## src/cmc_pkg.sv

```systemverilog
package cmc_pkg;
    // register byte offsets
    localparam logic [7:0] CMC_MASTER_CONTROL_OFF = 8'h00;
    localparam logic [7:0] CMC_MASTER_STATUS_OFF = 8'h04;
    localparam logic [7:0] CMC_DIAGNOSTIC_CONFIG_OFF = 8'h08;
    localparam logic [7:0] CMC_IRQ_ENABLE_OFF = 8'h0C;
    localparam logic [7:0] CMC_CAPABILITY_OFF = 8'h10;
    // master_control_reg fields
    localparam int CMC_INIT_REQUEST_BIT = 0;
    localparam int CMC_SLEEP_REQUEST_BIT = 1;
    localparam int CMC_AUTO_WAKEUP_BIT = 2;
    // master_status_reg fields
    localparam int CMC_INIT_ACK_BIT = 0;
    localparam int CMC_SLEEP_ACK_BIT = 1;
    localparam int CMC_WAKEUP_FLAG_BIT = 2;
    localparam int CMC_PULLUP_BIT = 3;
    localparam int CMC_RX_LEVEL_BIT = 4;
    // diagnostic_config_reg fields
    localparam int CMC_SILENT_BIT = 0;
    localparam int CMC_LOOPBACK_BIT = 1;
    // irq_enable_reg fields
    localparam int CMC_WAKEUP_IRQ_EN_BIT = 0;
    // reset values
    localparam logic CMC_INIT_REQUEST_RST = 1'b0;
    localparam logic CMC_SLEEP_REQUEST_RST = 1'b1;
    localparam logic CMC_SLEEP_ACK_RST = 1'b1;
    localparam logic CMC_PULLUP_RST = 1'b1;
    // bus idle detection
    localparam int CMC_IDLE_BITS = 11;
    localparam logic [3:0] CMC_IDLE_LAST = 4'(CMC_IDLE_BITS - 1);
    // core capabilities
    localparam int CMC_TX_MAILBOXES = 3;
    localparam int CMC_RX_FIFOS = 2;
    localparam int CMC_RX_FIFO_DEPTH = 3;
    localparam int CMC_STD_ID_BITS = 11;
    localparam int CMC_EXT_ID_BITS = 29;

    typedef enum logic [1:0] {
        cmc_st_sleep,
        cmc_st_init,
        cmc_st_sync,
        cmc_st_normal
    } cmc_state_e;
endpackage

```

## src/cmc_mode_ctrl.sv

```systemverilog
// Design decisions made here: the APB interface to the registers and the placing of the registers.
`timescale 1ns/1ps
// Function
// - hardware reset puts the controller in sleep with receive pull-up on
// - init or sleep request is acknowledged on entry, pull-up then released
// - normal mode whenever both init and sleep acknowledges are clear; here init acknowledge already clears on entering sync, before normal
// - before normal mode wait for eleven consecutive recessive bits
// - clearing init request leaves init once hardware clears init acknowledge
// - in init mode bus transfers stop and transmit pin stays recessive
// - entering init leaves configuration registers untouched
// - in sleep the core clock stops; wake-up flag and receive level status bits still update
// - init request while asleep is not acknowledged
// - bus activity in sleep clears sleep request when auto wake-up set
// - bus activity in sleep raises wake-up interrupt when enabled
// - after sleep request clears, sync to bus before clearing sleep acknowledge
// - silent mode receives but sends only recessive, never starts transmission
// - silent mode feeds dominant bits back internally to the core
// - loop-back mode receives own frames through acceptance filtering
// - loop-back mode ignores acknowledge errors
// - loop-back feeds transmit to receive, pin ignored, transmit still visible
// - silent plus loop-back disconnects receive pin and holds transmit recessive
// - standard 11-bit and extended 29-bit identifiers handled in hardware
// - three transmit mailboxes and two receive fifos of three messages
module cmc_mode_ctrl
    import cmc_pkg::*;
(
    input wire logic clk,
    input wire logic srst,
    input wire logic psel,
    input wire logic penable,
    input wire logic pwrite,
    input wire logic [7:0] paddr,
    input wire logic [31:0] pwdata,
    output logic [31:0] prdata,
    output logic pready,
    output logic pslverr,
    input wire logic bus_receive_pin,
    output logic bus_transmit_pin,
    output logic receive_pullup_pin,
    input wire logic core_tx,
    input wire logic core_bit_tick,
    output logic core_rx,
    output logic core_clk_en,
    output logic core_enable,
    output logic core_tx_allow,
    output logic core_ack_err_ignore,
    output logic core_self_receive,
    output logic wakeup_irq
);

    cmc_state_e state_q;
    cmc_state_e state_d;
    logic init_request_q;
    logic sleep_request_q;
    logic sleep_request_d;
    logic auto_wakeup_select_q;
    logic silent_select_q;
    logic loopback_select_q;
    logic wakeup_irq_enable_q;
    logic init_acknowledge_q;
    logic init_acknowledge_d;
    logic sleep_acknowledge_q;
    logic sleep_acknowledge_d;
    logic wakeup_flag_q;
    logic wakeup_flag_d;
    logic pullup_q;
    logic pullup_d;
    logic [3:0] idle_cnt_q;
    logic [3:0] idle_cnt_d;
    logic [31:0] prdata_q;
    logic pready_q;
    logic pslverr_q;
    logic bus_transmit_pin_q;
    logic core_rx_q;
    logic core_clk_en_q;
    logic core_enable_q;
    logic core_tx_allow_q;
    logic core_ack_err_ignore_q;
    logic core_self_receive_q;
    logic wakeup_irq_q;

    function automatic logic hit(input logic [7:0] addr, input logic [7:0] off);
        hit = (addr == off);
    endfunction

    // bus decode
    wire setup_ph = psel && !penable;
    wire access_ok = psel && penable && pready_q;
    wire wr_en = access_ok && pwrite && !pslverr_q;
    wire wr_ctrl = wr_en && hit(paddr, CMC_MASTER_CONTROL_OFF);
    wire wr_stat = wr_en && hit(paddr, CMC_MASTER_STATUS_OFF);
    wire wr_diag = wr_en && hit(paddr, CMC_DIAGNOSTIC_CONFIG_OFF);
    wire wr_ien = wr_en && hit(paddr, CMC_IRQ_ENABLE_OFF);
    wire mapped = hit(paddr, CMC_MASTER_CONTROL_OFF)
        || hit(paddr, CMC_MASTER_STATUS_OFF)
        || hit(paddr, CMC_DIAGNOSTIC_CONFIG_OFF)
        || hit(paddr, CMC_IRQ_ENABLE_OFF)
        || hit(paddr, CMC_CAPABILITY_OFF);
    wire diag_open = (state_q == cmc_st_init);

    // mode conditions
    wire in_sleep = (state_q == cmc_st_sleep);
    wire in_normal = (state_q == cmc_st_normal);
    wire wake_evt = in_sleep && !bus_receive_pin;
    wire tx_quiet = !in_normal || silent_select_q;
    // receive path selection; loop-back wins so the pin is cut off in combined mode
    wire silent_rx = bus_receive_pin && core_tx;
    wire rx_mux = loopback_select_q ? core_tx : (silent_select_q ? silent_rx : bus_receive_pin);
    wire idle_bit = core_bit_tick && rx_mux;
    wire sync_done = (state_q == cmc_st_sync) && idle_bit && (idle_cnt_q == CMC_IDLE_LAST);

    // read data
    wire [31:0] ctrl_rd = {29'h0000000, auto_wakeup_select_q, sleep_request_q, init_request_q};
    wire [31:0] stat_rd = {27'h0, rx_mux, pullup_q, wakeup_flag_q,
        sleep_acknowledge_q, init_acknowledge_q};
    wire [31:0] diag_rd = {30'h0, loopback_select_q, silent_select_q};
    wire [31:0] ien_rd = {31'h0, wakeup_irq_enable_q};
    wire [31:0] cap_rd = {8'h00, 8'(CMC_EXT_ID_BITS), 4'(CMC_STD_ID_BITS - 8),
        4'(CMC_RX_FIFO_DEPTH), 4'(CMC_RX_FIFOS), 4'(CMC_TX_MAILBOXES)};
    wire [31:0] rd_mux = hit(paddr, CMC_MASTER_CONTROL_OFF) ? ctrl_rd
        : hit(paddr, CMC_MASTER_STATUS_OFF) ? stat_rd
        : hit(paddr, CMC_DIAGNOSTIC_CONFIG_OFF) ? diag_rd
        : hit(paddr, CMC_IRQ_ENABLE_OFF) ? ien_rd
        : hit(paddr, CMC_CAPABILITY_OFF) ? cap_rd
        : 32'h00000000;

    // mode sequencing
    always_comb
    begin
        state_d = state_q;
        unique case (state_q)
            cmc_st_sleep:
            begin
                if (!sleep_request_q)
                    state_d = cmc_st_sync;
            end
            cmc_st_init:
            begin
                if (!init_request_q)
                    state_d = sleep_request_q ? cmc_st_sleep : cmc_st_sync;
            end
            cmc_st_sync:
            begin
                if (sleep_request_q)
                    state_d = cmc_st_sleep;
                else if (sync_done)
                    state_d = init_request_q ? cmc_st_init : cmc_st_normal;
                else if (init_request_q && !sleep_acknowledge_q)
                    state_d = cmc_st_init;
            end
            cmc_st_normal:
            begin
                if (init_request_q)
                    state_d = cmc_st_init;
                else if (sleep_request_q)
                    state_d = cmc_st_sleep;
            end
        endcase
    end

    // acknowledges follow the reached mode; sleep acknowledge also stays set through sync after sleep
    assign init_acknowledge_d = (state_d == cmc_st_init);
    assign sleep_acknowledge_d = (state_d == cmc_st_sleep)
        || (sleep_acknowledge_q && state_d == cmc_st_sync);
    assign pullup_d = pullup_q && !((state_d != state_q)
        && (state_d == cmc_st_init || state_d == cmc_st_sleep));
    // hardware wake-up clear wins over a software write in the same cycle
    assign sleep_request_d = (wake_evt && auto_wakeup_select_q) ? 1'b0
        : (wr_ctrl ? pwdata[CMC_SLEEP_REQUEST_BIT] : sleep_request_q);
    // set wins over the write-one clear
    assign wakeup_flag_d = wake_evt
        || (wakeup_flag_q && !(wr_stat && pwdata[CMC_WAKEUP_FLAG_BIT]));
    // recessive run counter, held at zero outside sync
    assign idle_cnt_d = (state_q != cmc_st_sync) ? 4'h0
        : !core_bit_tick ? idle_cnt_q
        : !rx_mux ? 4'h0
        : (idle_cnt_q == CMC_IDLE_LAST) ? 4'h0
        : idle_cnt_q + 4'h1;

    always_ff @(posedge clk)
    begin
        if (srst)
        begin
            state_q <= cmc_st_sleep;
            init_acknowledge_q <= 1'b0;
            sleep_acknowledge_q <= CMC_SLEEP_ACK_RST;
            pullup_q <= CMC_PULLUP_RST;
            idle_cnt_q <= 4'h0;
            wakeup_flag_q <= 1'b0;
        end
        else
        begin
            state_q <= state_d;
            init_acknowledge_q <= init_acknowledge_d;
            sleep_acknowledge_q <= sleep_acknowledge_d;
            pullup_q <= pullup_d;
            idle_cnt_q <= idle_cnt_d;
            wakeup_flag_q <= wakeup_flag_d;
        end
    end

    // software registers, reset only by srst and not by mode changes
    always_ff @(posedge clk)
    begin
        if (srst)
        begin
            init_request_q <= CMC_INIT_REQUEST_RST;
            sleep_request_q <= CMC_SLEEP_REQUEST_RST;
            auto_wakeup_select_q <= 1'b0;
            silent_select_q <= 1'b0;
            loopback_select_q <= 1'b0;
            wakeup_irq_enable_q <= 1'b0;
        end
        else
        begin
            sleep_request_q <= sleep_request_d;
            if (wr_ctrl)
            begin
                init_request_q <= pwdata[CMC_INIT_REQUEST_BIT];
                auto_wakeup_select_q <= pwdata[CMC_AUTO_WAKEUP_BIT];
            end
            if (wr_diag && diag_open)
            begin
                silent_select_q <= pwdata[CMC_SILENT_BIT];
                loopback_select_q <= pwdata[CMC_LOOPBACK_BIT];
            end
            if (wr_ien)
                wakeup_irq_enable_q <= pwdata[CMC_WAKEUP_IRQ_EN_BIT];
        end
    end

    // apb slave: one access cycle, answer prepared in setup
    always_ff @(posedge clk)
    begin
        if (srst)
        begin
            prdata_q <= 32'h00000000;
            pready_q <= 1'b0;
            pslverr_q <= 1'b0;
        end
        else
        begin
            pready_q <= setup_ph;
            pslverr_q <= setup_ph && !mapped;
            if (setup_ph)
                prdata_q <= pwrite ? 32'h00000000 : rd_mux;
        end
    end

    // pin and core side outputs
    always_ff @(posedge clk)
    begin
        if (srst)
        begin
            bus_transmit_pin_q <= 1'b1;
            core_rx_q <= 1'b1;
            core_clk_en_q <= 1'b0;
            core_enable_q <= 1'b0;
            core_tx_allow_q <= 1'b0;
            core_ack_err_ignore_q <= 1'b0;
            core_self_receive_q <= 1'b0;
            wakeup_irq_q <= 1'b0;
        end
        else
        begin
            bus_transmit_pin_q <= tx_quiet ? 1'b1 : core_tx;
            core_rx_q <= rx_mux;
            core_clk_en_q <= !in_sleep;
            core_enable_q <= in_normal;
            core_tx_allow_q <= in_normal && !silent_select_q;
            core_ack_err_ignore_q <= loopback_select_q;
            core_self_receive_q <= loopback_select_q;
            wakeup_irq_q <= wakeup_flag_q && wakeup_irq_enable_q;
        end
    end

    assign prdata = prdata_q;
    assign pready = pready_q;
    assign pslverr = pslverr_q;
    assign bus_transmit_pin = bus_transmit_pin_q;
    assign receive_pullup_pin = pullup_q;
    assign core_rx = core_rx_q;
    assign core_clk_en = core_clk_en_q;
    assign core_enable = core_enable_q;
    assign core_tx_allow = core_tx_allow_q;
    assign core_ack_err_ignore = core_ack_err_ignore_q;
    assign core_self_receive = core_self_receive_q;
    assign wakeup_irq = wakeup_irq_q;
endmodule

```

## config.mk

```make
export PLATFORM = sky130hd
export DESIGN_NAME = cmc_mode_ctrl
export DESIGN_NICKNAME = d
export VERILOG_FILES = /design/src/cmc_pkg.sv /design/src/cmc_mode_ctrl.sv
export SDC_FILE = /design/constraint.sdc
export NUM_CORES = 1
export LEC_CHECK = 0
export BUFFER_PORTS_ARGS = -buffer_cell sky130_fd_sc_hd__buf_2
export CAP_MARGIN = 20
export CORE_ASPECT_RATIO = 1.4
export CORE_UTILIZATION = 44
export CTS_CLUSTER_DIAMETER = 80
export DETAILED_ROUTE_END_ITERATION = 6
export PLACE_DENSITY = 0.8
export SYNTH_ARGS = -nofsm -noshare
export SYNTH_HDL_FRONTEND = slang
export SYNTH_SLANG_ARGS = --single-unit
export TNS_END_PERCENT = 5
```

## constraint.sdc

```tcl
create_clock -name clk -period 2.1 [get_ports clk]
set_input_delay 0.315 -clock clk [delete_from_list [all_inputs] [get_ports clk]]
set_output_delay 0.315 -clock clk [all_outputs]
set_load 0.05 [all_outputs]
```

# After elaboration in Yosys (flattened, before gate mapping)
# Index checks and enable logic that the tools add are counted.
# totals
out_inout_bits	43
input_bits	48
regBits	57
rom_bits	0
latchBits	0
ram_bits	0
mem_count	0
# classes
magnitude_cmp	0
addsub	1
mul	0
div	0
shift	0
n_eq_ne	12
bitwise_logic	0
n_reduce_logical	49
mux	22
# op_table
op	count
2-to-1 mux 21 bit	6
logical AND 1 bit	25
2-to-1 mux 2 bit	9
== test 8 x 4 -> 1 bit (second input constant)	2
logical NOT 1 bit	10
== test 8 x 3 -> 1 bit (second input constant)	1
== test 8 x 5 -> 1 bit (second input constant)	1
logical NOT 8 bit	1
logical OR 1 bit	8
2-to-1 mux 4 bit	2
one-hot mux 2 bit (4 select lines)	1
== test 2 bit (second input constant)	3
adder 4 x 1 -> 4 bit (second input constant)	1
== test 2 x 1 -> 1 bit (second input constant)	2
== test 4 bit (second input constant)	1
logical NOT 2 bit	2
2-to-1 mux 1 bit	4
OR reduction 2 bit	2
!= test 2 bit	1
!= test 2 bit (second input constant)	1
nonzero test 2 bit	1

# Logic depth before layout (Yosys ltp)
# Gate-level depths: netlist of run 1.
# depth
depth_word	14
depth_mapped	5

# Worst setup path before layout of run 1
# OpenSTA, ideal clock, no wires.
# synth_timing
path_type	input -> register
start	input port paddr[4]
end	register silent_select_q
arrival_time_ns	1.551
setup_slack_ns	0.422
setup_ns	0.128
stages	5
t_required_ns	1.972
path_buffers	0
cell_sequence	or4_4 nor4_4 nand4_2 mux2i_1 nor2_1
# synth_between
elab_chain_len	3
# synth_rtl
item	line	source
start: declaration	cmc_mode_ctrl.sv:32	input wire logic [7:0] paddr,
== test 8 x 4 -> 1 bit	cmc_mode_ctrl.sv:83	hit = (addr == off);
logical AND 1 bit	cmc_mode_ctrl.sv:92	wire wr_diag = wr_en && hit(paddr, CMC_DIAGNOSTIC_CONFIG_OFF);
logical AND 1 bit	cmc_mode_ctrl.sv:222	if (wr_diag && diag_open)
end signal: assignment	cmc_mode_ctrl.sv:224	silent_select_q <= pwdata[CMC_SILENT_BIT];
end: declaration	cmc_mode_ctrl.sv:57	logic silent_select_q;
# Every way passes these cells.
# A chain may end at the register's enable or synchronous reset.

# Worst setup path after layout of run 1
# Same ends and word-level chain as after synthesis.

==> results.ini, run 1 <==
[clock_network]
cts.sinks = 31
cts_setup_buffers = 0
htreeDepth = 2
numCtsBuffers = 5
clk_pin_slew_ps = 70
tritoncts = yes
clockBufferDepth = 2
cts_root_buf = clkbuf_8
clock_latency_ps = 280
holdBufCountCts = 0
cts_resized = 0

[routing]
avgRoutedWirePerCell_um = 12.0
dr_total_vias = 1387
viasPerCell = 5.16
drtPass1Iterations = 5
routed_wl_um = 3230
final_antenna_net_count = 0
drc = 0
drt_iter0_drc = 40

[yosys]
synth-edff-count = 0
ys_ff_latch = 31
syn_area_um2 = 1600
netlist-cell-type-count = 40
ys.flop_type = dfxtp_1
synthCells = 194
synth.yosys.warnings = 0
synth.yosys.seq_area_share = 0.387
synth-async-reset-ratio = 0
syn_avg_cell_area_um2 = 8.26

[critical_path]
critical_path.max_fanout = 7
worstPathArrival_ps = 1830
r2r_slack_ps = 580
critPathKind = input port to flip-flop
cp.required_ps = 2260
endpoint_kind = flip-flop
start_kind = input port

[status]
outcome = completed

[timing]
setup_slack_ps = 429
hold_viol_final = 0
worst_pin_slew_ps = 681
rsz0062_at_grt = false
finClkSkew_ps = 9.09
period_share = 0.795
finalSetupTns_ps = 0
slew_viol_final = 0
period_needed_ps = 1670
max_slew_margin = 0.546
fmax_mhz = 599
finalSetupViolCount = 0

[final_layout]
final_cell_mix = buf_2, dfxtp_1, nor2_1, conb_1, nand2_1
post-route-util = 0.519
largest_reg_flops = 6
final-instance-count-excl-fill = 269
nets = 276
antenna_cells = 0
area_delta_synth_final_pct = 11.5
layout_commonest_cell = buf_2
drive_above_1_share = 0.249

[floorplanning]
dieArea_um2 = 3890
core_um2 = 3440
ios = 91
die_w_um = 53.0
die_y_um = 73.4
rows = 25
start_util = 0.465

[global_routing]
antenna_found_initial = 0
grt_max_degree = 25
grt.total_usage = 0.182
grt_first_pass_wirelength_um = 5080
grt_pass1_vias = 1221
grt_overflow_total = 0

[worst_hold_path]
hold_class = input port to flip-flop

[placed_design]
pre_cts_slack_ps = 131
place_inst = 261
dp_hpwl_um = 2440
place_congestion = 0.844
portBuffers = 43

[job]
drv_cap = 0

[power_and_ir_drop]
p_leak_nw = 0.830
ir_drop_mv = 0.360
power.density_nw_per_um2 = 668

-- per-layer routing --
| metal | share of wire | GRT usage |
|---|---|---|
| met5 | 0 | 0 |
| met1 | 0.41 | 0.179 |
| met3 | 0.050 | 0.0455 |
| met2 | 0.51 | 0.326 |
| met4 | 0.031 | 0.114 |
-- cells in the mapped netlist (all sizes together), types with 2 or more instances --
cell | n | share of area
dfxtp | 31 | 0.39
a311oi | 2 | 0.011
nand2b | 5 | 0.020
nand3 | 5 | 0.016
nand2 | 15 | 0.035
o31ai | 3 | 0.014
inv | 7 | 0.016
a21oi | 13 | 0.041
mux2i | 6 | 0.038
o22ai | 2 | 0.0078
o21ai | 6 | 0.019
a21o | 3 | 0.014
nor2 | 24 | 0.056
nor3b | 2 | 0.013
buf | 30 | 0.13
a211oi | 2 | 0.0094
nor2b | 7 | 0.027
nor3 | 6 | 0.019
clkbuf | 3 | 0.0070
nor4 | 4 | 0.025
nand3b | 2 | 0.0094
nand4 | 2 | 0.012
or3 | 2 | 0.0078
-- power by group --
| part | total (W) | switching (W) | leakage, nW | internal (W) |
|---|---|---|---|---|
| Sequential | 0.000594 | 0.00000197 | 0.251 | 0.000592 |
| Combinational | 0.000153 | 0.000124 | 0.537 | 0.0000282 |
| Clock | 0.000446 | 0.000214 | 0.0422 | 0.000232 |
-- per-stage QoR --
step / hold slack (ps) / total power (W) / instance area, um2
after floorplan: 398 / 0.000748 / 1670
final: 263 / 0.00119 / 1790
after CTS: 264 / 0.00120 / 1790
after global placement: 434 / 0.000758 / 1700
after global routing: 277 / 0.00124 / 1790
after detailed placement: 448 / 0.000758 / 1700
-- layout make-up --
cell class / instances / area, um2
fill: 351 / 1660
multi-input combinational: 140 / 792
sequential: 31 / 621
timing repair buffer: 43 / 215
clock buffer: 7 / 76.3
tap: 40 / 50.0
inverter: 7 / 26.3
clock inverter: 1 / 5.00
-- critical path: stages --
cell	delay, ps
buf_2	140
or4_4	550
nor4_4	380
nand4_2	190
mux2i_1	190
nor2_1	60
-- kinds of logic (layout without fill, tap and decap cells) --
family | count (synthesis) | in the layout | share of synthesized area
and+or+nand+nor | 78 | 78 | 0.262
DFF | 31 | 31 | 0.388
buffers and inverters | 40 | 58 | 0.158
muxes | 6 | 6 | 0.0375
other | 1 | 18 | 0.00234
AOI/OAI and AO/OA | 38 | 38 | 0.153
-- path summary, 6_finish.rpt --
check                                          from          endpoint  cells past startpoint
worst max-delay path                       paddr[4]   silent_select_q                      6
worst max register to register    loopback_select_q     idle_cnt_q[1]                      5
worst min register to register  wakeup_irq_enable_q        wakeup_irq                      2
worst min-delay path                        core_tx  bus_transmit_pin                      2
No activity file was read; power rests on OpenSTA's default activity.
==> run 2: changes to the inputs <==
==> constraint.sdc (replaced) <==
create_clock -name clk -period 1.55 [get_ports clk]
set_input_delay 0.2325 -clock clk [delete_from_list [all_inputs] [get_ports clk]]
set_output_delay 0.2325 -clock clk [all_outputs]
set_load 0.05 [all_outputs]
==> run 2 against run 1 <==
  * Via count is 4.0% higher
  * Clock skew fell by 3.6 ps
  * Worst setup slack lost 420 ps
  * Die area is the same
  * Largest cell class unchanged
==> results.ini, run 2 (same netlist as run 1, synthesis figures left out) <==
[final_layout]
antenna_cells = 0
largest_reg_flops = 6
post-route-util = 0.549
nets = 287
drive_above_1_share = 0.292
multi_input_area_um2 = 800
layout_commonest_cell = buf_2
nFillCells = 336
seq_area_um2 = 621
area_delta_synth_final_pct = 17.9
fin_area_um2 = 1890
final_cell_mix = buf_2, dfxtp_1, nor2_1, conb_1, nand2_1

[global_routing]
grt_overflow_total = 0
grt_max_degree = 19
antenna_found_initial = 0
grt_first_pass_wirelength_um = 5170
grt.total_usage = 0.186
grt_pass1_vias = 1238

[power_and_ir_drop]
power.internal_w = 0.00117
p_total_w = 0.00163
p_leak_nw = 0.889
switchingPower_w = 0.000465
ir_drop_mv = 0.553
p_sw_frac = 0.285
combPwrFrac = 0.138
power.density_nw_per_um2 = 865
power_frac_seq = 0.493
pwr-share-clk = 0.369

[clock_network]
holdBufCountCts = 0
tritoncts = yes
clk_pin_slew_ps = 60
cts_root_buf = clkbuf_8
numCtsBuffers = 5
cts_resized = 0
cts.sinks = 31
cts_setup_buffers = 0
clock_latency_ps = 280
clockBufferDepth = 2
htreeDepth = 2

[routing]
routed_wl_um = 3450
avgRoutedWirePerCell_um = 12.3
viasPerCell = 5.15
drc = 0
final_antenna_net_count = 0
met1_length_um = 1300
dr_total_vias = 1442
highest_layer = met4
drtPass1Iterations = 4
drt_iter0_drc = 62
route.met3.wl_um = 210
met2_length_um = 1900

[critical_path]
cpMaxStageDelayCell = or4_4
critical_path.max_fanout = 4
rr_worst_depth = 6
worstPathArrival_ps = 1710
path_cells = buf_6 -> or4_4 -> nor4_4 -> nand4_2 -> mux2i_1 -> nor2_1
critPathKind = input port to flip-flop
r2r_slack_ps = 140
endpoint_kind = flip-flop
cp.required_ps = 1720
critPathBufInv = 1
r2r-end = idle_cnt_q[0]
max_stage_delay_ps = 530
crit_family = simple AND/OR/NAND/NOR gates
start_kind = input port
rr_startpoint = loopback_select_q

[timing]
slew_viol_final = 0
rsz0062_at_grt = true
period_needed_ps = 1540
fmax_mhz = 648
hold_viol_final = 0
finalSetupViolCount = 0
holdWs_ps = 175
finClkSkew_ps = 5.50
period_share = 0.995
finalSetupTns_ps = 0

[worst_hold_path]
hold_class = input port to flip-flop
min_from = core_tx
whs_path_depth = 2
min_to = bus_transmit_pin

[floorplanning]
die_y_um = 73.4
ios = 91
start_util = 0.465
rows = 25
die_w_um = 53.0
dieArea_um2 = 3890
core_um2 = 3440

[status]
outcome = completed

[job]
drv_cap = 0

[placed_design]
dp_hpwl_um = 2690
place_congestion = 0.779
portBuffers = 43
dpl_cell_area_um2 = 1790

run 2: cell count changes in the layout (fill, tap and decap cells not counted), sizes merged:
cell / before / now
buf: 43 / 54
run 2: area by class of cell:
type / count / area share
repair buffers: 54 / 0.164
well taps: 40 / 0.0265
flip-flops and latches: 31 / 0.329
clock buffers: 7 / 0.0404
multi-input cells: 140 / 0.423
clock inverters: 1 / 0.00265
inverters: 7 / 0.0139
run 2: worst reg2reg max path, cell delays in order (launching register included):
cell	delay, ps
dfxtp_1	350
nor2_1	180
o22ai_1	100
buf_4	170
a2111oi_0	380
a21oi_1	70
nor2_1	90
run 2: how the worst max path moves through the flow:
stage / from / slack [ps] / depth (start not counted) / to
2_1_floorplan: paddr[4] / -50 / 5 / silent_select_q
3_3_place_gp: paddr[4] / -220 / 6 / silent_select_q
3_5_place_dp: paddr[4] / -250 / 6 / sleep_request_q
4_1_cts: loopback_select_q / 40 / 5 / init_acknowledge_q
5_1_grt: paddr[4] / -60 / 6 / loopback_select_q
6_report: paddr[4] / 7 / 6 / silent_select_q
run 2: metal layers:
metal  up-vias  track usage
met5         -            0
met4         0       0.0848
met3         5       0.0497
met2        55        0.345
met1       662        0.186
li1        720            -
run 2: power groups by stage:
| stage | Combinational (W) | Sequential [W] | Clock (W) |
|---|---|---|---|
| after floorplan | 0.000179 | 0.000835 | 0 |
| after global placement | 0.000219 | 0.000823 | 0 |
| after detailed placement | 0.000219 | 0.000823 | 0 |
| after CTS | 0.000220 | 0.000805 | 0.000614 |
| after global routing | 0.000238 | 0.000805 | 0.000652 |
| final | 0.000225 | 0.000805 | 0.000604 |
run 2: per-stage QoR:
stage          setup slack (ps)  cells
4_1_cts                    35.1    280
5_1_grt                   -64.4    280
3_5_place_dp               -254    272
6_report                   7.29    280
2_1_floorplan             -45.9    211
3_3_place_gp               -216    272
==> run 3: changes to the inputs <==
--- a/config.mk
+++ b/config.mk
@@ -8,10 +8,11 @@
 export BUFFER_PORTS_ARGS = -buffer_cell sky130_fd_sc_hd__buf_2
 export CAP_MARGIN = 20
 export CORE_ASPECT_RATIO = 1.4
+export CORE_MARGIN = 2
 export CORE_UTILIZATION = 44
 export CTS_CLUSTER_DIAMETER = 80
 export DETAILED_ROUTE_END_ITERATION = 6
-export PLACE_DENSITY = 0.8
+export PLACE_DENSITY = 0.84
 export SYNTH_ARGS = -nofsm -noshare
 export SYNTH_HDL_FRONTEND = slang
 export SYNTH_SLANG_ARGS = --single-unit
==> run 3 against run 2 <==
  * Global-route usage shrank 0.48 points
  * First-iteration DRC count is 65% lower
  * Final cell count decreased by 1.1%
  * Utilization shrank 0.69 points
  * Sequential cell count did not move
  * Largest power group unchanged
==> results.ini, run 3 (same netlist as run 1, synthesis figures left out) <==
[status]
outcome = completed

[clock_network]
clock_latency_ps = 290
cts_setup_buffers = 0
cts.sinks = 31
holdBufCountCts = 0
htreeDepth = 2
clk_pin_slew_ps = 60
cts_root_buf = clkbuf_8
numCtsBuffers = 5
cts_resized = 0
clockBufferDepth = 2
tritoncts = yes

[routing]
avgRoutedWirePerCell_um = 12.1
viasPerCell = 5.05
drc = 0
final_antenna_net_count = 0
drtPass1Iterations = 4
routed_wl_um = 3360
drt_iter0_drc = 22
dr_total_vias = 1398

[timing]
finalSetupTns_ps = 0
hold_viol_final = 0
finalSetupViolCount = 0
rsz0062_at_grt = true
fmax_mhz = 666
finClkSkew_ps = 5.49
slew_viol_final = 0
period_share = 0.969
period_needed_ps = 1500

[placed_design]
place_inst = 269
dp_hpwl_um = 2630
place_congestion = 0.771
portBuffers = 43

[power_and_ir_drop]
power.internal_w = 0.00125
pwr-share-clk = 0.405
combPwrFrac = 0.128
power.density_nw_per_um2 = 924
power_frac_seq = 0.468
p_leak_nw = 0.879
ir_drop_mv = 0.638
p_sw_frac = 0.271
switchingPower_w = 0.000467

[final_layout]
final-instance-count-excl-fill = 277
area_delta_synth_final_pct = 16.4
layout_commonest_cell = buf_2
nets = 284
drive_above_1_share = 0.278
antenna_cells = 0
final_cell_mix = buf_2, dfxtp_1, nor2_1, conb_1, nand2_1
largest_reg_flops = 6

[critical_path]
critPathKind = input port to flip-flop
cp.required_ps = 1790
start_kind = input port
worstPathArrival_ps = 1740
endpoint_kind = flip-flop
critical_path.max_fanout = 4

[global_routing]
top_usage_layer = met2
grtUsageMet1 = 0.169
grt_overflow_total = 0
grt_max_degree = 16
antenna_found_initial = 0
grt.total_usage = 0.181
met3_usage = 0.0667
grt_first_pass_wirelength_um = 5200
grt_pass1_vias = 1275
use_met2 = 0.319

[floorplanning]
die_w_um = 55.0
start_util = 0.465
dieArea_um2 = 4150
core_um2 = 3440
die_y_um = 75.4
rows = 25
ios = 91

[worst_hold_path]
hold_class = input port to flip-flop

[job]
drv_cap = 0

==> run 3: routing by layer <==
layer  part of all wire  routed length (um)
met5                  0                   0
met3              0.059                 197
met1               0.39                1310
met2               0.52                1750
met4              0.030                 102
==> run 3: through the flow <==
| step | util | hold slack (ps) | cell area (um2) | power (W) | setup slack, ps |
|---|---|---|---|---|---|
| CTS | 0.542 | 160 | 1860 | 0.00174 | 30.6 |
| detailed placement | 0.513 | 440 | 1760 | 0.00104 | -272 |
| global route | 0.542 | 197 | 1860 | 0.00179 | -11.6 |
| global placement | 0.513 | 434 | 1760 | 0.00104 | -219 |
| floorplan | - | 316 | 1670 | 0.00101 | -45.9 |
| finish | 0.542 | 170 | 1860 | 0.00172 | 47.9 |
==> run 3: worst paths after layout <==
| check | from | end | slack [ps] | cells past startpoint |
|---|---|---|---|---|
| max | paddr[6] | loopback_select_q | 50 | 6 |
| min | core_tx | bus_transmit_pin | 170 | 2 |
| max reg2reg | idle_cnt_q[1] | receive_pullup_pin | 140 | 5 |
| min reg2reg | prdata[3] | prdata[3] | 450 | 2 |
==> run 3: area by class of cell <==
type	count	area (um2)
Tap cell	40	50.0
Multi-Input combinational cell	140	792
Sequential cell	31	621
Clock buffer	8	100
Timing Repair Buffer	51	275
Fill cell	346	1580
Inverter	7	26.3
==> run 3: power by group through the flow <==
stage / Sequential, W / Clock (W) / Combinational (W)
6_report: 0.000806 / 0.000697 / 0.000220
2_1_floorplan: 0.000835 / 0 / 0.000179
3_5_place_dp: 0.000823 / 0 / 0.000217
3_3_place_gp: 0.000823 / 0 / 0.000217
5_1_grt: 0.000806 / 0.000750 / 0.000235
4_1_cts: 0.000805 / 0.000712 / 0.000218
==> run 3: critical path, stage by stage <==
cell and delay (ps):
buf_2 110, or4_4 530, nor4_4 350, nand4_2 200, nor3b_2 210, a21o_1 100
